**src/inc/hcl_pkg.sv**
```systemverilog
// Constants and decoded-configuration type for the hub configuration image loader.
package hcl_pkg;

	// ------------------------------------------------------------
	// Image format codes and layout
	// ------------------------------------------------------------
	localparam logic [7:0] FMT_IDS_ONLY   = 8'hd0;
	localparam logic [7:0] FMT_SHORT      = 8'hd2;
	localparam logic [7:0] FMT_EXTENDED   = 8'hd4;
	localparam logic [7:0] BLANK_BYTE     = 8'hff;
	localparam logic [7:0] LEN_IDS_ONLY   = 8'h07;
	localparam logic [7:0] LEN_SHORT      = 8'h0d;
	localparam logic [7:0] LEN_FIXED      = 8'h18;
	localparam int         IMG_BYTES      = 24;
	localparam int         LANG_MAX       = 31;
	localparam logic [7:0] LANG_MAX_COUNT = 8'h1f;

	// Byte positions common to all formats; the filter byte is not in IDs-only images.
	localparam int B_VID_LO   = 1;
	localparam int B_VID_HI   = 2;
	localparam int B_PID_LO   = 3;
	localparam int B_PID_HI   = 4;
	localparam int B_DID      = 6;
	localparam int B_FILTER   = 7;
	// Short format positions.
	localparam int BS_PORTS   = 8;
	localparam int BS_DRAW    = 9;
	localparam int BS_CTRL    = 10;
	localparam int BS_SETTLE  = 11;
	localparam int BS_FLAGS   = 12;
	// Extended format positions.
	localparam int BX_DRAW_FS = 8;
	localparam int BX_DRAW_HS = 9;
	localparam int BX_CB_FS   = 12;
	localparam int BX_CB_HS   = 13;
	localparam int BX_CS_FS   = 14;
	localparam int BX_CS_HS   = 15;
	localparam int BX_SETTLE  = 16;
	localparam int BX_FLAGS   = 17;
	localparam int BX_MODE    = 18;
	localparam int BX_WPROT   = 19;
	localparam int BX_LANGS   = 20;
	localparam int BX_STRINGS = 21;
	localparam int BX_ACTIVE  = 22;
	localparam int BX_REMOVE  = 23;

	// Option flag and mode bit positions.
	localparam int FL_ZERO_DESC = 7;
	localparam int FL_COMBINED  = 6;
	localparam int FL_FS_ONLY   = 5;
	localparam int FL_NO_LEDS   = 4;
	localparam int FL_SHARED    = 2;
	localparam int MD_AMBER     = 7;
	localparam int MD_GREEN     = 6;
	localparam int MD_SELF      = 5;
	localparam int MD_CHOP      = 4;
	localparam int MD_SWITCH    = 3;
	localparam int MD_FAULT_LVL = 2;
	localparam int MD_SENSE_OFF = 1;
	localparam int MD_PER_PORT  = 0;

	// Reset and default values.
	localparam logic [7:0] DEF_FILTER     = 8'h88;
	localparam logic [7:0] DEF_PORTS      = 8'hff;
	localparam logic [3:0] DEF_PORT_MASK  = 4'hf;
	localparam logic [7:0] DEF_DRAW_FS    = 8'h28;
	localparam logic [7:0] DEF_DRAW_HS    = 8'h57;
	localparam logic [7:0] DEF_CTRL_FS    = 8'h50;
	localparam logic [7:0] DEF_CTRL_HS    = 8'hae;
	localparam logic [7:0] DEF_CTRL_S_HS  = 8'h64;
	localparam logic [7:0] DEF_SETTLE     = 8'h32;
	localparam logic [7:0] DEF_FLAGS      = 8'h80;
	localparam logic [7:0] DEF_MODE       = 8'h00;
	localparam logic [7:0] WPROT_CODE     = 8'h42;
	localparam logic [7:0] DESC_TYPE_HUB  = 8'h29;
	localparam logic [7:0] DESC_TYPE_ZERO = 8'h00;
	// Arbitrary neutral identity used when no image supplies one.
	localparam logic [15:0] DEF_VENDOR_ID  = 16'h0001;
	localparam logic [15:0] DEF_PRODUCT_ID = 16'h0001;
	localparam logic [7:0]  DEF_DEVICE_ID  = 8'h01;

	// Decoded configuration.
	typedef struct packed {
		logic [15:0] vendor_id;
		logic [15:0] product_id;
		logic [7:0]  device_id;
		logic [3:0]  live_port_fault_filter_ms;
		logic [3:0]  idle_port_fault_filter_ms;
		logic [3:0]  usable_port_mask;
		logic [3:0]  detachable_port_mask;
		logic [7:0]  draw_fs_2ma;
		logic [7:0]  draw_hs_2ma;
		logic [7:0]  ctrl_bus_fs_ma;
		logic [7:0]  ctrl_bus_hs_ma;
		logic [7:0]  ctrl_self_fs_ma;
		logic [7:0]  ctrl_self_hs_ma;
		logic [7:0]  port_supply_settle_2ms;
		logic        accept_zero_desc_type;
		logic        part_of_combined_unit;
		logic        full_speed_only;
		logic        leds_absent;
		logic        shared_switch_mode;
		logic        amber_led_level;
		logic        green_led_level;
		logic        self_powerable;
		logic        led_chop_enable;
		logic        switch_drive_level;
		logic        fault_input_level;
		logic        fault_sense_off;
		logic        fault_report_per_port;
		logic        write_protect;
		logic [7:0]  language_count;
		logic [7:0]  string_present_bitmap;
		logic        strings_enabled;
		logic        vendor_class;
	} hcl_cfg_type;

	typedef enum logic [3:0] {
		ST_IDLE   = 4'b0001,
		ST_READ   = 4'b0010,
		ST_DECODE = 4'b0100,
		ST_DONE   = 4'b1000
	} hcl_state_type;

endpackage

```
**src/logic/hcl_loader.sv**
```systemverilog
// Hub configuration image loader: fetches, decodes and applies the EEPROM image.
`timescale 1ns/10ps
`default_nettype none
module hcl_loader (
	input  wire logic                clk_sys,
	input  wire logic                sys_rst,
	output logic                     ee_rd_req,
	output logic [7:0]               ee_rd_addr,
	input  wire logic [7:0]          ee_rd_data,
	input  wire logic                ee_rd_valid,
	input  wire logic                link_is_hs,
	input  wire logic                self_powered,
	input  wire logic                hub_desc_req,
	input  wire logic [7:0]          hub_desc_type,
	input  wire logic [4:0]          lang_sel,
	output logic                     cfg_done,
	output hcl_pkg::hcl_cfg_type     cfg,
	output logic                     hs_permit,
	output logic                     leds_enable,
	output logic                     fault_sense_enable,
	output logic [7:0]               desc_max_power,
	output logic [7:0]               desc_ctrl_current,
	output logic [7:0]               desc_pwr_on_time,
	output logic [2:0]               desc_port_count,
	output logic [7:0]               desc_removable,
	output logic [15:0]              desc_hub_char,
	output logic                     hub_desc_accept,
	output logic                     hub_desc_stall,
	output logic [15:0]              lang_code
);
	import hcl_pkg::*;

	// ------------------------------------------------------------
	// State and storage
	// ------------------------------------------------------------
	hcl_state_type state_reg;
	hcl_state_type state_next;
	logic [7:0]    img_reg [IMG_BYTES];
	logic [15:0]   lang_reg [LANG_MAX];
	logic [7:0]    idx_reg;
	logic          blank_reg;
	logic          req_reg;
	hcl_cfg_type   cfg_reg;
	hcl_cfg_type   cfg_next;
	logic          done_reg;
	logic          hs_permit_reg;
	logic          leds_enable_reg;
	logic          fault_en_reg;
	logic [7:0]    max_power_reg;
	logic [7:0]    ctrl_current_reg;
	logic [7:0]    pwr_on_reg;
	logic [2:0]    port_count_reg;
	logic [7:0]    removable_reg;
	logic [15:0]   hub_char_reg;
	logic          accept_reg;
	logic          stall_reg;
	logic [15:0]   lang_code_reg;

	// ------------------------------------------------------------
	// Fetch sequencing
	// ------------------------------------------------------------
	logic [7:0] fmt;
	logic       is_ext;
	logic       is_short;
	logic       is_ids;
	logic       lang_ok;
	logic [7:0] end_addr;
	logic       last_byte;
	logic [7:0] lang_off;
	logic [4:0] lang_ent;

	assign fmt       = img_reg[0];
	assign is_ext    = (fmt == FMT_EXTENDED);
	assign is_short  = (fmt == FMT_SHORT);
	assign is_ids    = (fmt == FMT_IDS_ONLY);
	// A count of zero or above the maximum turns all string support off.
	assign lang_ok   = (img_reg[BX_LANGS] != 8'h00) && (img_reg[BX_LANGS] <= LANG_MAX_COUNT);
	// Byte 20 is already stored before the fetch passes byte 23, so the
	// extended length is final by the time it is compared.
	assign end_addr  = is_ids ? LEN_IDS_ONLY :
	                   is_short ? LEN_SHORT :
	                   (is_ext && lang_ok) ? 8'(LEN_FIXED + {img_reg[BX_LANGS][6:0], 1'b0}) :
	                   LEN_FIXED;
	assign last_byte = (idx_reg != 8'h00) && (8'(idx_reg + 8'h01) >= end_addr);
	assign lang_off  = 8'(idx_reg - LEN_FIXED);
	assign lang_ent  = lang_off[5:1];

	always_comb begin
		state_next = state_reg;
		case (state_reg)
			ST_IDLE:   state_next = ST_READ;
			ST_READ:   state_next = (ee_rd_valid && last_byte) ? ST_DECODE : ST_READ;
			ST_DECODE: state_next = ST_DONE;
			ST_DONE:   state_next = ST_DONE;
			default:   state_next = ST_IDLE;
		endcase
	end

	// Sequencer: the request is held high with a steady address until the
	// memory answers, so a slow serial fetch needs no extra handshake.
	always_ff @(posedge clk_sys) begin
		if (sys_rst) begin
			state_reg <= ST_IDLE;
			idx_reg   <= 8'h00;
			blank_reg <= 1'b1;
			req_reg   <= 1'b0;
		end else begin
			state_reg <= state_next;
			req_reg   <= (state_next == ST_READ) && !(ee_rd_valid && state_reg == ST_READ && last_byte);
			if (state_reg == ST_READ && ee_rd_valid) begin
				idx_reg   <= 8'(idx_reg + 8'h01);
				blank_reg <= blank_reg && (ee_rd_data == BLANK_BYTE);
			end
		end
	end

	// Image capture: the fixed part goes to byte storage, the rest to the
	// language table, two bytes per entry, low byte first.
	always_ff @(posedge clk_sys) begin
		if (sys_rst) begin
			for (int i = 0; i < IMG_BYTES; i++) begin
				img_reg[i] <= 8'h00;
			end
			for (int i = 0; i < LANG_MAX; i++) begin
				lang_reg[i] <= 16'h0000;
			end
		end else if (state_reg == ST_READ && ee_rd_valid) begin
			if (idx_reg < LEN_FIXED) begin
				img_reg[idx_reg[4:0]] <= ee_rd_data;
			end else if (lang_off[0] == 1'b0) begin
				lang_reg[lang_ent][7:0] <= ee_rd_data;
			end else begin
				lang_reg[lang_ent][15:8] <= ee_rd_data;
			end
		end
	end

	// ------------------------------------------------------------
	// Image decode
	// ------------------------------------------------------------
	logic [7:0] flags_b;
	logic [7:0] mode_b;
	logic [7:0] ports_b;
	logic       any_hub;

	// Unknown codes other than blank still give a hub with default values.
	assign any_hub = is_ids || is_short || is_ext;
	assign flags_b = is_ext ? img_reg[BX_FLAGS] : is_short ? img_reg[BS_FLAGS] : DEF_FLAGS;
	assign mode_b  = is_ext ? img_reg[BX_MODE] : DEF_MODE;
	assign ports_b = is_short ? img_reg[BS_PORTS] : DEF_PORTS;

	always_comb begin
		cfg_next = '0;
		cfg_next.vendor_id  = any_hub ? {img_reg[B_VID_HI], img_reg[B_VID_LO]} : DEF_VENDOR_ID;
		cfg_next.product_id = any_hub ? {img_reg[B_PID_HI], img_reg[B_PID_LO]} : DEF_PRODUCT_ID;
		cfg_next.device_id  = any_hub ? img_reg[B_DID] : DEF_DEVICE_ID;
		{cfg_next.live_port_fault_filter_ms, cfg_next.idle_port_fault_filter_ms} =
			(is_short || is_ext) ? img_reg[B_FILTER] : DEF_FILTER;
		if (is_ext) begin
			cfg_next.usable_port_mask     = img_reg[BX_ACTIVE][3:0];
			cfg_next.detachable_port_mask = img_reg[BX_REMOVE][3:0];
			cfg_next.draw_fs_2ma          = img_reg[BX_DRAW_FS];
			cfg_next.draw_hs_2ma          = img_reg[BX_DRAW_HS];
			cfg_next.ctrl_bus_fs_ma       = img_reg[BX_CB_FS];
			cfg_next.ctrl_bus_hs_ma       = img_reg[BX_CB_HS];
			cfg_next.ctrl_self_fs_ma      = img_reg[BX_CS_FS];
			cfg_next.ctrl_self_hs_ma      = img_reg[BX_CS_HS];
			cfg_next.port_supply_settle_2ms = img_reg[BX_SETTLE];
		end else if (is_short) begin
			cfg_next.usable_port_mask     = ports_b[7:4];
			cfg_next.detachable_port_mask = ports_b[3:0];
			cfg_next.draw_fs_2ma          = img_reg[BS_DRAW];
			cfg_next.draw_hs_2ma          = img_reg[BS_DRAW];
			cfg_next.ctrl_bus_fs_ma       = img_reg[BS_CTRL];
			cfg_next.ctrl_bus_hs_ma       = img_reg[BS_CTRL];
			cfg_next.ctrl_self_fs_ma      = img_reg[BS_CTRL];
			cfg_next.ctrl_self_hs_ma      = img_reg[BS_CTRL];
			cfg_next.port_supply_settle_2ms = img_reg[BS_SETTLE];
		end else begin
			cfg_next.usable_port_mask     = DEF_PORT_MASK;
			cfg_next.detachable_port_mask = DEF_PORT_MASK;
			cfg_next.draw_fs_2ma          = DEF_DRAW_FS;
			cfg_next.draw_hs_2ma          = DEF_DRAW_HS;
			cfg_next.ctrl_bus_fs_ma       = DEF_CTRL_FS;
			cfg_next.ctrl_bus_hs_ma       = DEF_CTRL_HS;
			cfg_next.ctrl_self_fs_ma      = DEF_CTRL_FS;
			cfg_next.ctrl_self_hs_ma      = DEF_CTRL_S_HS;
			cfg_next.port_supply_settle_2ms = DEF_SETTLE;
		end
		cfg_next.accept_zero_desc_type = flags_b[FL_ZERO_DESC];
		cfg_next.part_of_combined_unit = flags_b[FL_COMBINED];
		cfg_next.full_speed_only       = flags_b[FL_FS_ONLY];
		cfg_next.leds_absent           = flags_b[FL_NO_LEDS];
		cfg_next.shared_switch_mode    = flags_b[FL_SHARED];
		cfg_next.amber_led_level       = mode_b[MD_AMBER];
		cfg_next.green_led_level       = mode_b[MD_GREEN];
		cfg_next.self_powerable        = mode_b[MD_SELF];
		cfg_next.led_chop_enable       = mode_b[MD_CHOP];
		cfg_next.switch_drive_level    = mode_b[MD_SWITCH];
		cfg_next.fault_input_level     = mode_b[MD_FAULT_LVL];
		// Short images carry no mode byte: sensing stays on and per-port reporting follows the switching style.
		cfg_next.fault_sense_off       = is_ext && mode_b[MD_SENSE_OFF];
		cfg_next.fault_report_per_port = is_ext ? mode_b[MD_PER_PORT] : !flags_b[FL_SHARED];
		cfg_next.write_protect         = is_ext && (img_reg[BX_WPROT] == WPROT_CODE);
		cfg_next.language_count        = is_ext ? img_reg[BX_LANGS] : 8'h00;
		cfg_next.string_present_bitmap = is_ext ? img_reg[BX_STRINGS] : 8'h00;
		cfg_next.strings_enabled       = is_ext && lang_ok;
		cfg_next.vendor_class          = blank_reg;
	end

	// ------------------------------------------------------------
	// Descriptor field derivation
	// ------------------------------------------------------------
	logic [2:0]  map_count;
	logic [7:0]  map_removable;
	logic        run_hs;
	logic [15:0] char_next;
	logic        type_ok;

	hcl_port_map #(
		.PORTS(4)
	) u_port_map (
		.usable_port_mask     (cfg_reg.usable_port_mask),
		.detachable_port_mask (cfg_reg.detachable_port_mask),
		.port_count           (map_count),
		.removable_byte       (map_removable)
	);

	// High speed is only ever used when the image allows it.
	assign run_hs = link_is_hs && !cfg_reg.full_speed_only;
	assign char_next = {8'h00,
	                    !cfg_reg.leds_absent,
	                    2'b00,
	                    cfg_reg.fault_sense_off,
	                    !cfg_reg.fault_sense_off && cfg_reg.fault_report_per_port,
	                    cfg_reg.part_of_combined_unit,
	                    1'b0,
	                    !cfg_reg.shared_switch_mode};
	assign type_ok = (hub_desc_type == DESC_TYPE_HUB) ||
	                 (cfg_reg.accept_zero_desc_type && hub_desc_type == DESC_TYPE_ZERO);

	// Decoded configuration is frozen once, when the fetch completes.
	always_ff @(posedge clk_sys) begin
		if (sys_rst) begin
			cfg_reg  <= '0;
			done_reg <= 1'b0;
		end else if (state_reg == ST_DECODE) begin
			cfg_reg  <= cfg_next;
			done_reg <= 1'b1;
		end
	end

	// Reported values track the live link speed and power source.
	always_ff @(posedge clk_sys) begin
		if (sys_rst) begin
			hs_permit_reg    <= 1'b0;
			leds_enable_reg  <= 1'b0;
			fault_en_reg     <= 1'b0;
			max_power_reg    <= 8'h00;
			ctrl_current_reg <= 8'h00;
			pwr_on_reg       <= 8'h00;
			port_count_reg   <= 3'h0;
			removable_reg    <= 8'h00;
			hub_char_reg     <= 16'h0000;
		end else if (done_reg) begin
			hs_permit_reg    <= !cfg_reg.full_speed_only;
			leds_enable_reg  <= !cfg_reg.leds_absent;
			fault_en_reg     <= !cfg_reg.fault_sense_off;
			max_power_reg    <= run_hs ? cfg_reg.draw_hs_2ma : cfg_reg.draw_fs_2ma;
			ctrl_current_reg <= self_powered ?
			                    (run_hs ? cfg_reg.ctrl_self_hs_ma : cfg_reg.ctrl_self_fs_ma) :
			                    (run_hs ? cfg_reg.ctrl_bus_hs_ma : cfg_reg.ctrl_bus_fs_ma);
			pwr_on_reg       <= cfg_reg.port_supply_settle_2ms;
			port_count_reg   <= map_count;
			removable_reg    <= map_removable;
			hub_char_reg     <= char_next;
		end
	end

	// Requests before loading finishes get no answer at all.
	always_ff @(posedge clk_sys) begin
		if (sys_rst) begin
			accept_reg    <= 1'b0;
			stall_reg     <= 1'b0;
			lang_code_reg <= 16'h0000;
		end else begin
			accept_reg    <= done_reg && !cfg_reg.vendor_class && hub_desc_req && type_ok;
			stall_reg     <= done_reg && hub_desc_req && (cfg_reg.vendor_class || !type_ok);
			lang_code_reg <= (done_reg && lang_sel != 5'h1f) ? lang_reg[lang_sel] : 16'h0000;
		end
	end

	// ------------------------------------------------------------
	// Outputs
	// ------------------------------------------------------------
	assign ee_rd_req          = req_reg;
	assign ee_rd_addr         = idx_reg;
	assign cfg_done           = done_reg;
	assign cfg                = cfg_reg;
	assign hs_permit          = hs_permit_reg;
	assign leds_enable        = leds_enable_reg;
	assign fault_sense_enable = fault_en_reg;
	assign desc_max_power     = max_power_reg;
	assign desc_ctrl_current  = ctrl_current_reg;
	assign desc_pwr_on_time   = pwr_on_reg;
	assign desc_port_count    = port_count_reg;
	assign desc_removable     = removable_reg;
	assign desc_hub_char      = hub_char_reg;
	assign hub_desc_accept    = accept_reg;
	assign hub_desc_stall     = stall_reg;
	assign lang_code          = lang_code_reg;

endmodule
`default_nettype wire

```
**src/logic/hcl_port_map.sv**
```systemverilog
// Port counting and logical removable-port map for the hub descriptor.
`timescale 1ns/10ps
`default_nettype none
module hcl_port_map #(
	parameter int PORTS = 4
) (
	input  wire logic [PORTS-1:0] usable_port_mask,
	input  wire logic [PORTS-1:0] detachable_port_mask,
	output logic      [2:0]       port_count,
	output logic      [7:0]       removable_byte
);

	// ------------------------------------------------------------
	// Count usable ports and place removable bits per logical port
	// ------------------------------------------------------------
	// Removable bit i+1 copies detachable bit i of physical port i, for i below
	// port_count only, whichever ports are usable; bit 0 of the byte is reserved.
	always_comb begin
		port_count     = 3'h0;
		removable_byte = 8'h00;
		for (int i = 0; i < PORTS; i++) begin
			port_count = port_count + {2'h0, usable_port_mask[i]};
		end
		for (int i = 0; i < PORTS; i++) begin
			if (i < int'(port_count)) begin
				removable_byte[i+1] = detachable_port_mask[i];
			end
		end
	end

endmodule
`default_nettype wire

```
**config.mk**
```make
export PLATFORM = sky130hd
export DESIGN_NAME = hcl_loader
export DESIGN_NICKNAME = d
export VERILOG_FILES = /design/src/inc/hcl_pkg.sv /design/src/logic/hcl_loader.sv /design/src/logic/hcl_port_map.sv
export SDC_FILE = /design/constraint.sdc
export NUM_CORES = 1
export LEC_CHECK = 0
export BUFFER_PORTS_ARGS = -buffer_cell sky130_fd_sc_hd__buf_2
export CAP_MARGIN = 40
export CORE_ASPECT_RATIO = 1.1
export CORE_MARGIN = 3
export CORE_UTILIZATION = 50
export CTS_CLUSTER_SIZE = 14
export DETAILED_ROUTE_END_ITERATION = 7
export PLACE_DENSITY = 0.68
export SLEW_MARGIN = 40
export SYNTH_ARGS = -nofsm -noshare
export SYNTH_HDL_FRONTEND = slang
export SYNTH_SLANG_ARGS = --single-unit
```
**constraint.sdc**
```tcl
create_clock -name clk_sys -period 2.8 [get_ports clk_sys]
set_input_delay 0.42 -clock clk_sys [delete_from_list [all_inputs] [get_ports clk_sys]]
set_output_delay 0.42 -clock clk_sys [all_outputs]
set_load 0.005 [all_outputs]
```
==> results of run 1 <==
## placed cells by master (no fill, tap or decap), drive strengths merged, types with 11 or more instances in the layout
cell / Yosys / routed
a2111oi: 16 / 16
a211oi: 39 / 39
a21o: 13 / 13
a21oi: 53 / 53
a222oi: 11 / 11
a22o: 17 / 17
a22oi: 95 / 95
a311oi: 13 / 13
and2: 601 / 601
and3: 71 / 71
buf: 75 / 426
clkbuf: 175 / 120
clkinv: 0 / 36
conb: 2 / 16
dfxtp: 215 / 215
edfxtp: 685 / 685
ha: 21 / 21
inv: 17 / 22
mux2i: 80 / 80
mux4: 106 / 106
nand2: 78 / 78
nand2b: 11 / 11
nand3: 14 / 14
nor2: 256 / 256
nor3: 58 / 58
nor4: 16 / 16
o21ai: 22 / 22
o221ai: 15 / 15
o22ai: 19 / 19
or2: 77 / 77
## power groups by stage
stage	clock network, mW	logic [mW]	registers (mW)
2_1_floorplan	0	0.920	15.2
3_3_place_gp	0	1.44	15.2
3_5_place_dp	0	1.47	15.3
4_1_cts	12.2	1.48	15.0
5_1_grt	12.7	1.57	15.0
6_report	12.0	1.48	15.0
## metal layers
metal	global-route usage	vias to the layer above
met1	0.3003	12411
met3	0.04621	235
li1	-	11300
met4	0.1093	2
met2	0.4316	961
met5	0	-
## Yosys cell counts (20+ instances only)
library cell               number
sky130_fd_sc_hd__edfxtp_1     685
sky130_fd_sc_hd__and2_1       601
sky130_fd_sc_hd__nor2_1       250
sky130_fd_sc_hd__dfxtp_1      215
sky130_fd_sc_hd__clkbuf_1     172
sky130_fd_sc_hd__mux4_2       106
sky130_fd_sc_hd__a22oi_1       95
sky130_fd_sc_hd__mux2i_1       80
sky130_fd_sc_hd__nand2_1       78
sky130_fd_sc_hd__or2_2         74
sky130_fd_sc_hd__and3_1        71
sky130_fd_sc_hd__a21oi_1       53
sky130_fd_sc_hd__a211oi_1      38
sky130_fd_sc_hd__buf_4         32
sky130_fd_sc_hd__buf_2         30
sky130_fd_sc_hd__nor3_4        27
sky130_fd_sc_hd__ha_1          21
sky130_fd_sc_hd__nor3_1        20
sky130_fd_sc_hd__o21ai_0       20
## worst min-delay path by stage
stage                       to  slack (ns)  cells after the start              from
6_report       hub_desc_accept        0.06                      3  hub_desc_type[6]
4_1_cts        hub_desc_accept        0.03                      3  hub_desc_type[6]
3_5_place_dp            cfg[1]        0.45                      2            cfg[1]
2_1_floorplan        blank_reg        0.43                      1         blank_reg
5_1_grt        hub_desc_accept        0.05                      3  hub_desc_type[6]
3_3_place_gp         blank_reg        0.45                      1         blank_reg
## timing repair
action | 4_1_cts | 5_1_grt
setup endpoints to repair | 3 | 27
hold endpoints to repair | 2 | 0
buffers inserted | 4 | 0
resized for setup | 9 | 7
pin swaps | 6 | 3
hold buffers | 1 | 0
## logic make-up after synthesis
logic type	Yosys count
AO/OA/AOI/OAI	327
XOR/XNOR	11
adder cells (fa/ha/maj)	22
buffers and inverters	267
flip-flops	900
multiplexers	186
other	2
AND/OR/NAND/NOR	1233
## worst max-delay path, stage by stage (launching register included)
cell and delay, ns:
sky130_fd_sc_hd__edfxtp_1 0.41, sky130_fd_sc_hd__inv_2 0.08, sky130_fd_sc_hd__ha_2 0.16, sky130_fd_sc_hd__nor4b_4 0.18, sky130_fd_sc_hd__or4_4 0.16, sky130_fd_sc_hd__nor2_4 0.04, sky130_fd_sc_hd__buf_4 0.13, sky130_fd_sc_hd__a21o_1 0.17
sky130_fd_sc_hd__ha_1 0.20, sky130_fd_sc_hd__or4_4 0.52, sky130_fd_sc_hd__a21oi_2 0.13, sky130_fd_sc_hd__a211o_1 0.13, sky130_fd_sc_hd__a21oi_2 0.07, sky130_fd_sc_hd__and4b_1 0.22
## final cells by class
| class | count | area [um^2] |
|---|---|---|
| Clock inverter | 51 | 513.0 |
| Clock buffer | 119 | 2432 |
| Antenna cell | 3 | 7.507 |
| Fill cell | 6030 | 32190 |
| Sequential cell | 900 | 24880 |
| Multi-Input combinational cell | 1795 | 13390 |
| Timing Repair Buffer | 428 | 2887 |
| Tap cell | 1035 | 1295 |
| Inverter | 17 | 63.81 |
## metrics by stage
stage | instance area [um^2] | setup TNS (ns) | utilization
floorplan | 39320 | 0 | -
global placement | 42370 | -0.7338 | 0.5456
detailed placement | 42380 | -0.3451 | 0.5457
CTS | 45390 | 0 | 0.5845
global route | 45450 | -0.0009390 | 0.5853
finish | 45460 | 0 | 0.5854
==> parameters.txt, run 1 <==
Parameter                              Value

Critical path
  Reg2reg start ... img_reg[20][3]
  CP max FO ... 5
  Crit end category ... flop
  Required time reported for the critical path endpoint ... 3.32 ns
  Start point of the critical path ... img_reg[20][3]
  Worst r2r dst ... state_reg[2]
  Worst Setup EP ... state_reg[2]
  Worst reg2reg path depth ... 13
  CP Launch Type ... flop
  Arrival time at the worst endpoint ... 3.23 ns
  Reg-to-reg setup timing slack ... 0.1 ns
  WS Path Type ... reg2reg

Power and ir drop
  Share of power burned in registers ... 0.527
  Total power per unit cell area ... 625.6 nW/um^2
  Combinational Power Share ... 0.052
  Switch share ... 0.2203
  Static leakage power ... about 17 nW
  Pint ... 22.17 mW
  Peak supply drop ... 0.5871 mV
  Reported net switching power ... between 6 and 7 mW
  Relative contribution of the clock network to total power ... 0.421
  Total power consumption of the routed design ... between 20 and 30 mW

Routing
  Antenna violation net count after detailed routing ... 0
  Number of vias per cell after detailed routing ... 5.729
  Router iterations before antenna repair ... 5
  Final wirelength ... slightly above 100000 um
  Met1 layer wirelength in the final routing ... 38040 um
  Avg WL per Cell ... 23.40 um
  Detailed route wirelength on metal3 ... 7606 um
  Total length of routed met2 wires ... between 50000 and 60000 um
  First DRT Iteration DRCs ... approximately 2100
  Highest metal layer with signal wires ... met5
  Via Count ... between 20000 and 25000
  Final routed DRC violation total ... 0

Clock tree
  Clock latency on the worst-skew pair ... 0.65 ns
  Maximum clock insertion buffer count ... 3
  Number of sinks on the clock net ... 900
  Clock transition at the registers of the reported paths ... 0.06 ns
  Root cell of the clock tree ... sky130_fd_sc_hd__clkbuf_16
  Inserted Clock Buffers ... 90
  CTS tree ... done
  Number of levels in the clock H-tree ... 3

Placed design
  Routability Congestion ... ~0.92
  Dpl cells ... 4169
  I/O Buffers ... 237
  DP HPWL ... just under 70000 um
  Post-placement setup slack ... -0.1329 ns

Synthesis
  Mux contribution to synthesized area ... 0.08119
  Number of warnings issued by yosys ... 0
  Number of unique standard cell types used by synthesis ... between 60 and 70
  Number of flops mapped to enable cells by yosys ... 685
  Synth Flop Type ... sky130_fd_sc_hd__edfxtp_1
  Post-synthesis share of cell area spent on and, or, nand and nor gates ... 0.1846
  Yosys top cell by area ... sky130_fd_sc_hd__edfxtp_1
  Area fraction in compound gates after synthesis ... 0.06067
  Syn Area/Cell ... 13.32 um^2
  Area share of xor/xnor cells in the synthesized design ... 0.002453
  Mapped cell area ... around 40000 um^2
  Adder and majority cell fraction of the synthesized area ... 0.007201
  Number of instances in the synthesized netlist ... 2948
  Largest family of logic cells by synthesized area ... simple AND/OR/NAND/NOR gates
  Top post-synthesis cells by area ... sky130_fd_sc_hd__edfxtp_1 52%, sky130_fd_sc_hd__dfxtp_1 11%, sky130_fd_sc_hd__and2_1 9.6%, sky130_fd_sc_hd__mux4_2 6.1%, sky130_fd_sc_hd__nor2_1 2.4%
  Proportion of register bits with asynchronous set or reset after synthesis ... 0
  Sequential area share after synthesis ... 0.6334
  Flip-flop and latch count after synthesis ... 900
  Share of the synthesized area in the top cell type ... 0.5238

Layout
  Number of cells in the finished layout apart from fillers ... between 4000 and 5000
  Proportion of layout cells with a drive suffix above 1 ... 0.2465
  Signed area change from the synthesized netlist to the final layout ... 15.76%
  Number of flip-flops under the largest register name ... 512
  Total number of nets in the final design ... 3281

Global routing
  Via count of the first global-routing pass ... 25232
  Total grt overflow ... 0
  Initial antenna violation count ... 5
  Total global-route track usage ... 0.2477
  Maximum number of pins on one net before global-route repair ... 204
  First-pass GRT wire length ... 154100 um

Timing
  Final-report max-slew violation count ... 0
  Final WS setup ... 0.09744 ns
  Final hold viol count ... 0
  Pin slew with the least headroom to its limit ... around 0.83 ns
  Min cycle time layout ... 2.703 ns
  Setup repair after global routing missed its margin ... true
  Fin Clk Skew ... ~0.026 ns
  Maximum clock rate ... 370.0 MHz
  Final period utilization ... 0.9652
  Relative max-transition margin ... 0.4458
  Final-report setup violation count ... 0
  Worst Hold Margin ... ~0.059 ns

Floorplanning
  Overall die height ... 299.9 um
  Placeable core region ... between 70000 and 80000 um^2
  Effective utilization at floorplan ... 0.5057
  Area of the die ... 81940 um^2
  Die X ... around 270 um
  Num ports ... between 200 and 300
  Number of standard-cell rows in the floorplan ... 107

Min path
  Class of the tightest hold or removal check ... in2reg

Outcome
  Outcome ... completed

Flow run
  Number of max-cap violations ... 0
(Power assumes the default switching activity.)
==> inputs of run 2 (changes only) <==
CELL_PAD_IN_SITES_DETAIL_PLACEMENT = 1   (was unset)
CELL_PAD_IN_SITES_GLOBAL_PLACEMENT = 1   (was unset)
CORE_UTILIZATION = 46   (was 50)
PLACE_DENSITY = 0.75   (was 0.68)
==> parameters.txt, run 2 (synthesis gave the netlist of run 1 again) <==
Parameter                              Value

Global routing
  Via count of the first global-routing pass ... 27644 (was 25232)
  Total global-route track usage ... 0.2581 (was 0.2477)
  First-pass GRT wire length ... 175600 um (was 154100 um)
  Maximum number of pins on one net before global-route repair ... 145 (was 204)
  Total grt overflow ... 0 (unchanged)
  Initial antenna violation count ... 5 (unchanged)

Layout
  Number of flip-flops under the largest register name ... 512 (unchanged)
  Final Util ... 0.5488 (was 0.5854)
  Most common cell after layout, fill and taps aside ... sky130_fd_sc_hd__edfxtp_1 (unchanged)
  Commonest cells after routing, fill and taps aside ... 685 x sky130_fd_sc_hd__edfxtp_1, 601 x sky130_fd_sc_hd__and2_1, 249 x sky130_fd_sc_hd__nor2_1, 233 x sky130_fd_sc_hd__buf_2, 214 x sky130_fd_sc_hd__dfxtp_1 (was 685 x sky130_fd_sc_hd__edfxtp_1, 601 x sky130_fd_sc_hd__and2_1, 248 x sky130_fd_sc_hd__nor2_1, 235 x sky130_fd_sc_hd__buf_2, 214 x sky130_fd_sc_hd__dfxtp_1)
  Proportion of layout cells with a drive suffix above 1 ... 0.2537 (was 0.2465)
  Signed area change from the synthesized netlist to the final layout ... 17.42% (was 15.76%)
  Layout filler cell count ... 8300 (was 6030)
  Number of cells in the finished layout apart from fillers ... 4471 (was 4348)
  Post-route cell area ... 46110 um^2 (was 45460 um^2)
  Total number of nets in the final design ... 3307 (was 3281)

Critical path
  Required time reported for the critical path endpoint ... 3.34 ns (was 3.32 ns)
  CP max FO ... 6 (was 5)
  Arrival time at the worst endpoint ... 3.37 ns (was 3.23 ns)
  Crit end category ... flop (unchanged)
  CP Launch Type ... flop (unchanged)
  WS Path Type ... reg2reg (unchanged)

Timing
  Min cycle time layout ... 2.838 ns (was 2.703 ns)
  Worst Hold Margin ... 0.05455 ns (was 0.05930 ns)
  Pin slew with the least headroom to its limit ... 0.8603 ns (was 0.8294 ns)
  Relative max-transition margin ... 0.4258 (was 0.4458)
  Final WS setup ... -0.03784 ns (was 0.09744 ns)
  Final-report max-slew violation count ... 0 (unchanged)
  Final-report setup violation count ... 1 (was 0)
  Summed negative setup slack over all endpoints ... -0.03784 ns (was 0 ns)
  Final hold viol count ... 0 (unchanged)
  Fin Clk Skew ... 0.03693 ns (was 0.02560 ns)
  Maximum clock rate ... 352.4 MHz (was 370.0 MHz)
  Final period utilization ... 1.014 (was 0.9652)
  Setup repair after global routing missed its margin ... true (unchanged)

Routing
  Number of vias per cell after detailed routing ... 5.764 (was 5.729)
  Router iterations before antenna repair ... 7 (was 5)
  Avg WL per Cell ... 25.81 um (was 23.40 um)
  Final wirelength ... 115400 um (was 101700 um)
  First DRT Iteration DRCs ... 2199 (was 2113)
  Antenna violation net count after detailed routing ... 0 (unchanged)
  Via Count ... 25772 (was 24909)
  Final routed DRC violation total ... 0 (unchanged)

Floorplanning
  Effective utilization at floorplan ... 0.4674 (was 0.5057)
  Number of standard-cell rows in the floorplan ... 111 (was 107)
  Area of the die ... 88910 um^2 (was 81940 um^2)
  Placeable core region ... 84020 um^2 (was 77650 um^2)
  Num ports ... 253 (unchanged)
  Overall die height ... 312.4 um (was 299.9 um)
  Die X ... 284.6 um (was 273.2 um)

Placed design
  Dpl cells ... 4291 (was 4169)
  Standard cell area after detailed placement ... 42770 um^2 (was 42380 um^2)
  Routability Congestion ... 0.8922 (was 0.9151)
  Post-placement setup slack ... -0.1326 ns (was -0.1329 ns)
  I/O Buffers ... 237 (unchanged)
  DP HPWL ... 78930 um (was 68800 um)

Clock tree
  Number of sinks on the clock net ... 900 (unchanged)
  Inserted Clock Buffers ... 92 (was 90)
  CTS tree ... done (unchanged)
  Root cell of the clock tree ... sky130_fd_sc_hd__clkbuf_16 (unchanged)
  Number of levels in the clock H-tree ... 3 (unchanged)
  Clock latency on the worst-skew pair ... 0.66 ns (was 0.65 ns)
  Clock transition at the registers of the reported paths ... 0.06 ns (about the same)
  Maximum clock insertion buffer count ... 3 (unchanged)

Min path
  Class of the tightest hold or removal check ... in2reg (unchanged)

Power and ir drop
  Peak supply drop ... 0.4288 mV (was 0.5871 mV)
  Static leakage power ... 17.73 nW (was 17.46 nW)
  Total power consumption of the routed design ... 29.65 mW (was 28.44 mW)
  Total power per unit cell area ... 643.0 nW/um^2 (was 625.6 nW/um^2)

Outcome
  Outcome ... finished with violations (was completed)
  Violations in the final reports ... negative setup slack

Flow run
  Number of max-cap violations ... 0 (unchanged)
## run 2: routing by layer
metal	vias up	global-route usage	wire (um)
li1	11341	-	-
met1	13275	0.3261	45590
met2	939	0.4535	59090
met3	215	0.03552	6755
met4	2	0.09343	3935
met5	-	0	13
## run 2: final timing paths
check	startpoint	end	slack [ns]	cells after the start
worst max-delay path	img_reg[20][2]	state_reg[2]	-0.04	14
worst min-delay path	hub_desc_type[6]	hub_desc_accept	0.05	3
worst max register to register	img_reg[20][2]	state_reg[2]	-0.04	14
worst min register to register	cfg[66]	cfg[66]	0.47	2
## run 2: timing repair
action | CTS | global route
endpoints found under the setup margin | 3 | 19
pin swaps | 6 | 2
hold buffers | 1 | 0
cloned | 0 | 0
setup buffers | 1 | 1
resized for setup | 5 | 12
hold endpoints to repair | 2 | 0
## run 2: final cells by class
type                            instances  area [um^2]  area share
Timing Repair Buffer                  452         3131     0.06789
Multi-Input combinational cell       1795        13390      0.2905
Tap cell                             1130         1414     0.03066
Inverter                               17        63.81    0.001384
Clock buffer                          137         2711     0.05880
Antenna cell                            3        7.507   0.0001628
Clock inverter                         37        514.2     0.01115
Sequential cell                       900        24880      0.5395
## run 2: power breakdown
group | switching (mW) | total [mW] | leakage (nW) | internal, mW
sequential | 0.196 | 15.0 | 8.30 | 14.8
combinational | 0.981 | 1.56 | 7.85 | 0.576
clock | 5.26 | 13.1 | 1.58 | 7.84
total | 6.44 | 29.7 | 17.7 | 23.2
## run 2: critical path, stage by stage, from the launching register on
cell	delay (ns)
sky130_fd_sc_hd__edfxtp_1	0.37
sky130_fd_sc_hd__inv_2	0.07
sky130_fd_sc_hd__ha_4	0.16
sky130_fd_sc_hd__nor4b_4	0.12
sky130_fd_sc_hd__or4_1	0.40
sky130_fd_sc_hd__nor2_1	0.12
sky130_fd_sc_hd__buf_4	0.15
sky130_fd_sc_hd__buf_4	0.11
sky130_fd_sc_hd__o211ai_1	0.09
sky130_fd_sc_hd__ha_1	0.32
sky130_fd_sc_hd__buf_6	0.13
sky130_fd_sc_hd__a21o_1	0.18
sky130_fd_sc_hd__a21oi_2	0.19
sky130_fd_sc_hd__a21oi_4	0.09
sky130_fd_sc_hd__and4b_1	0.23
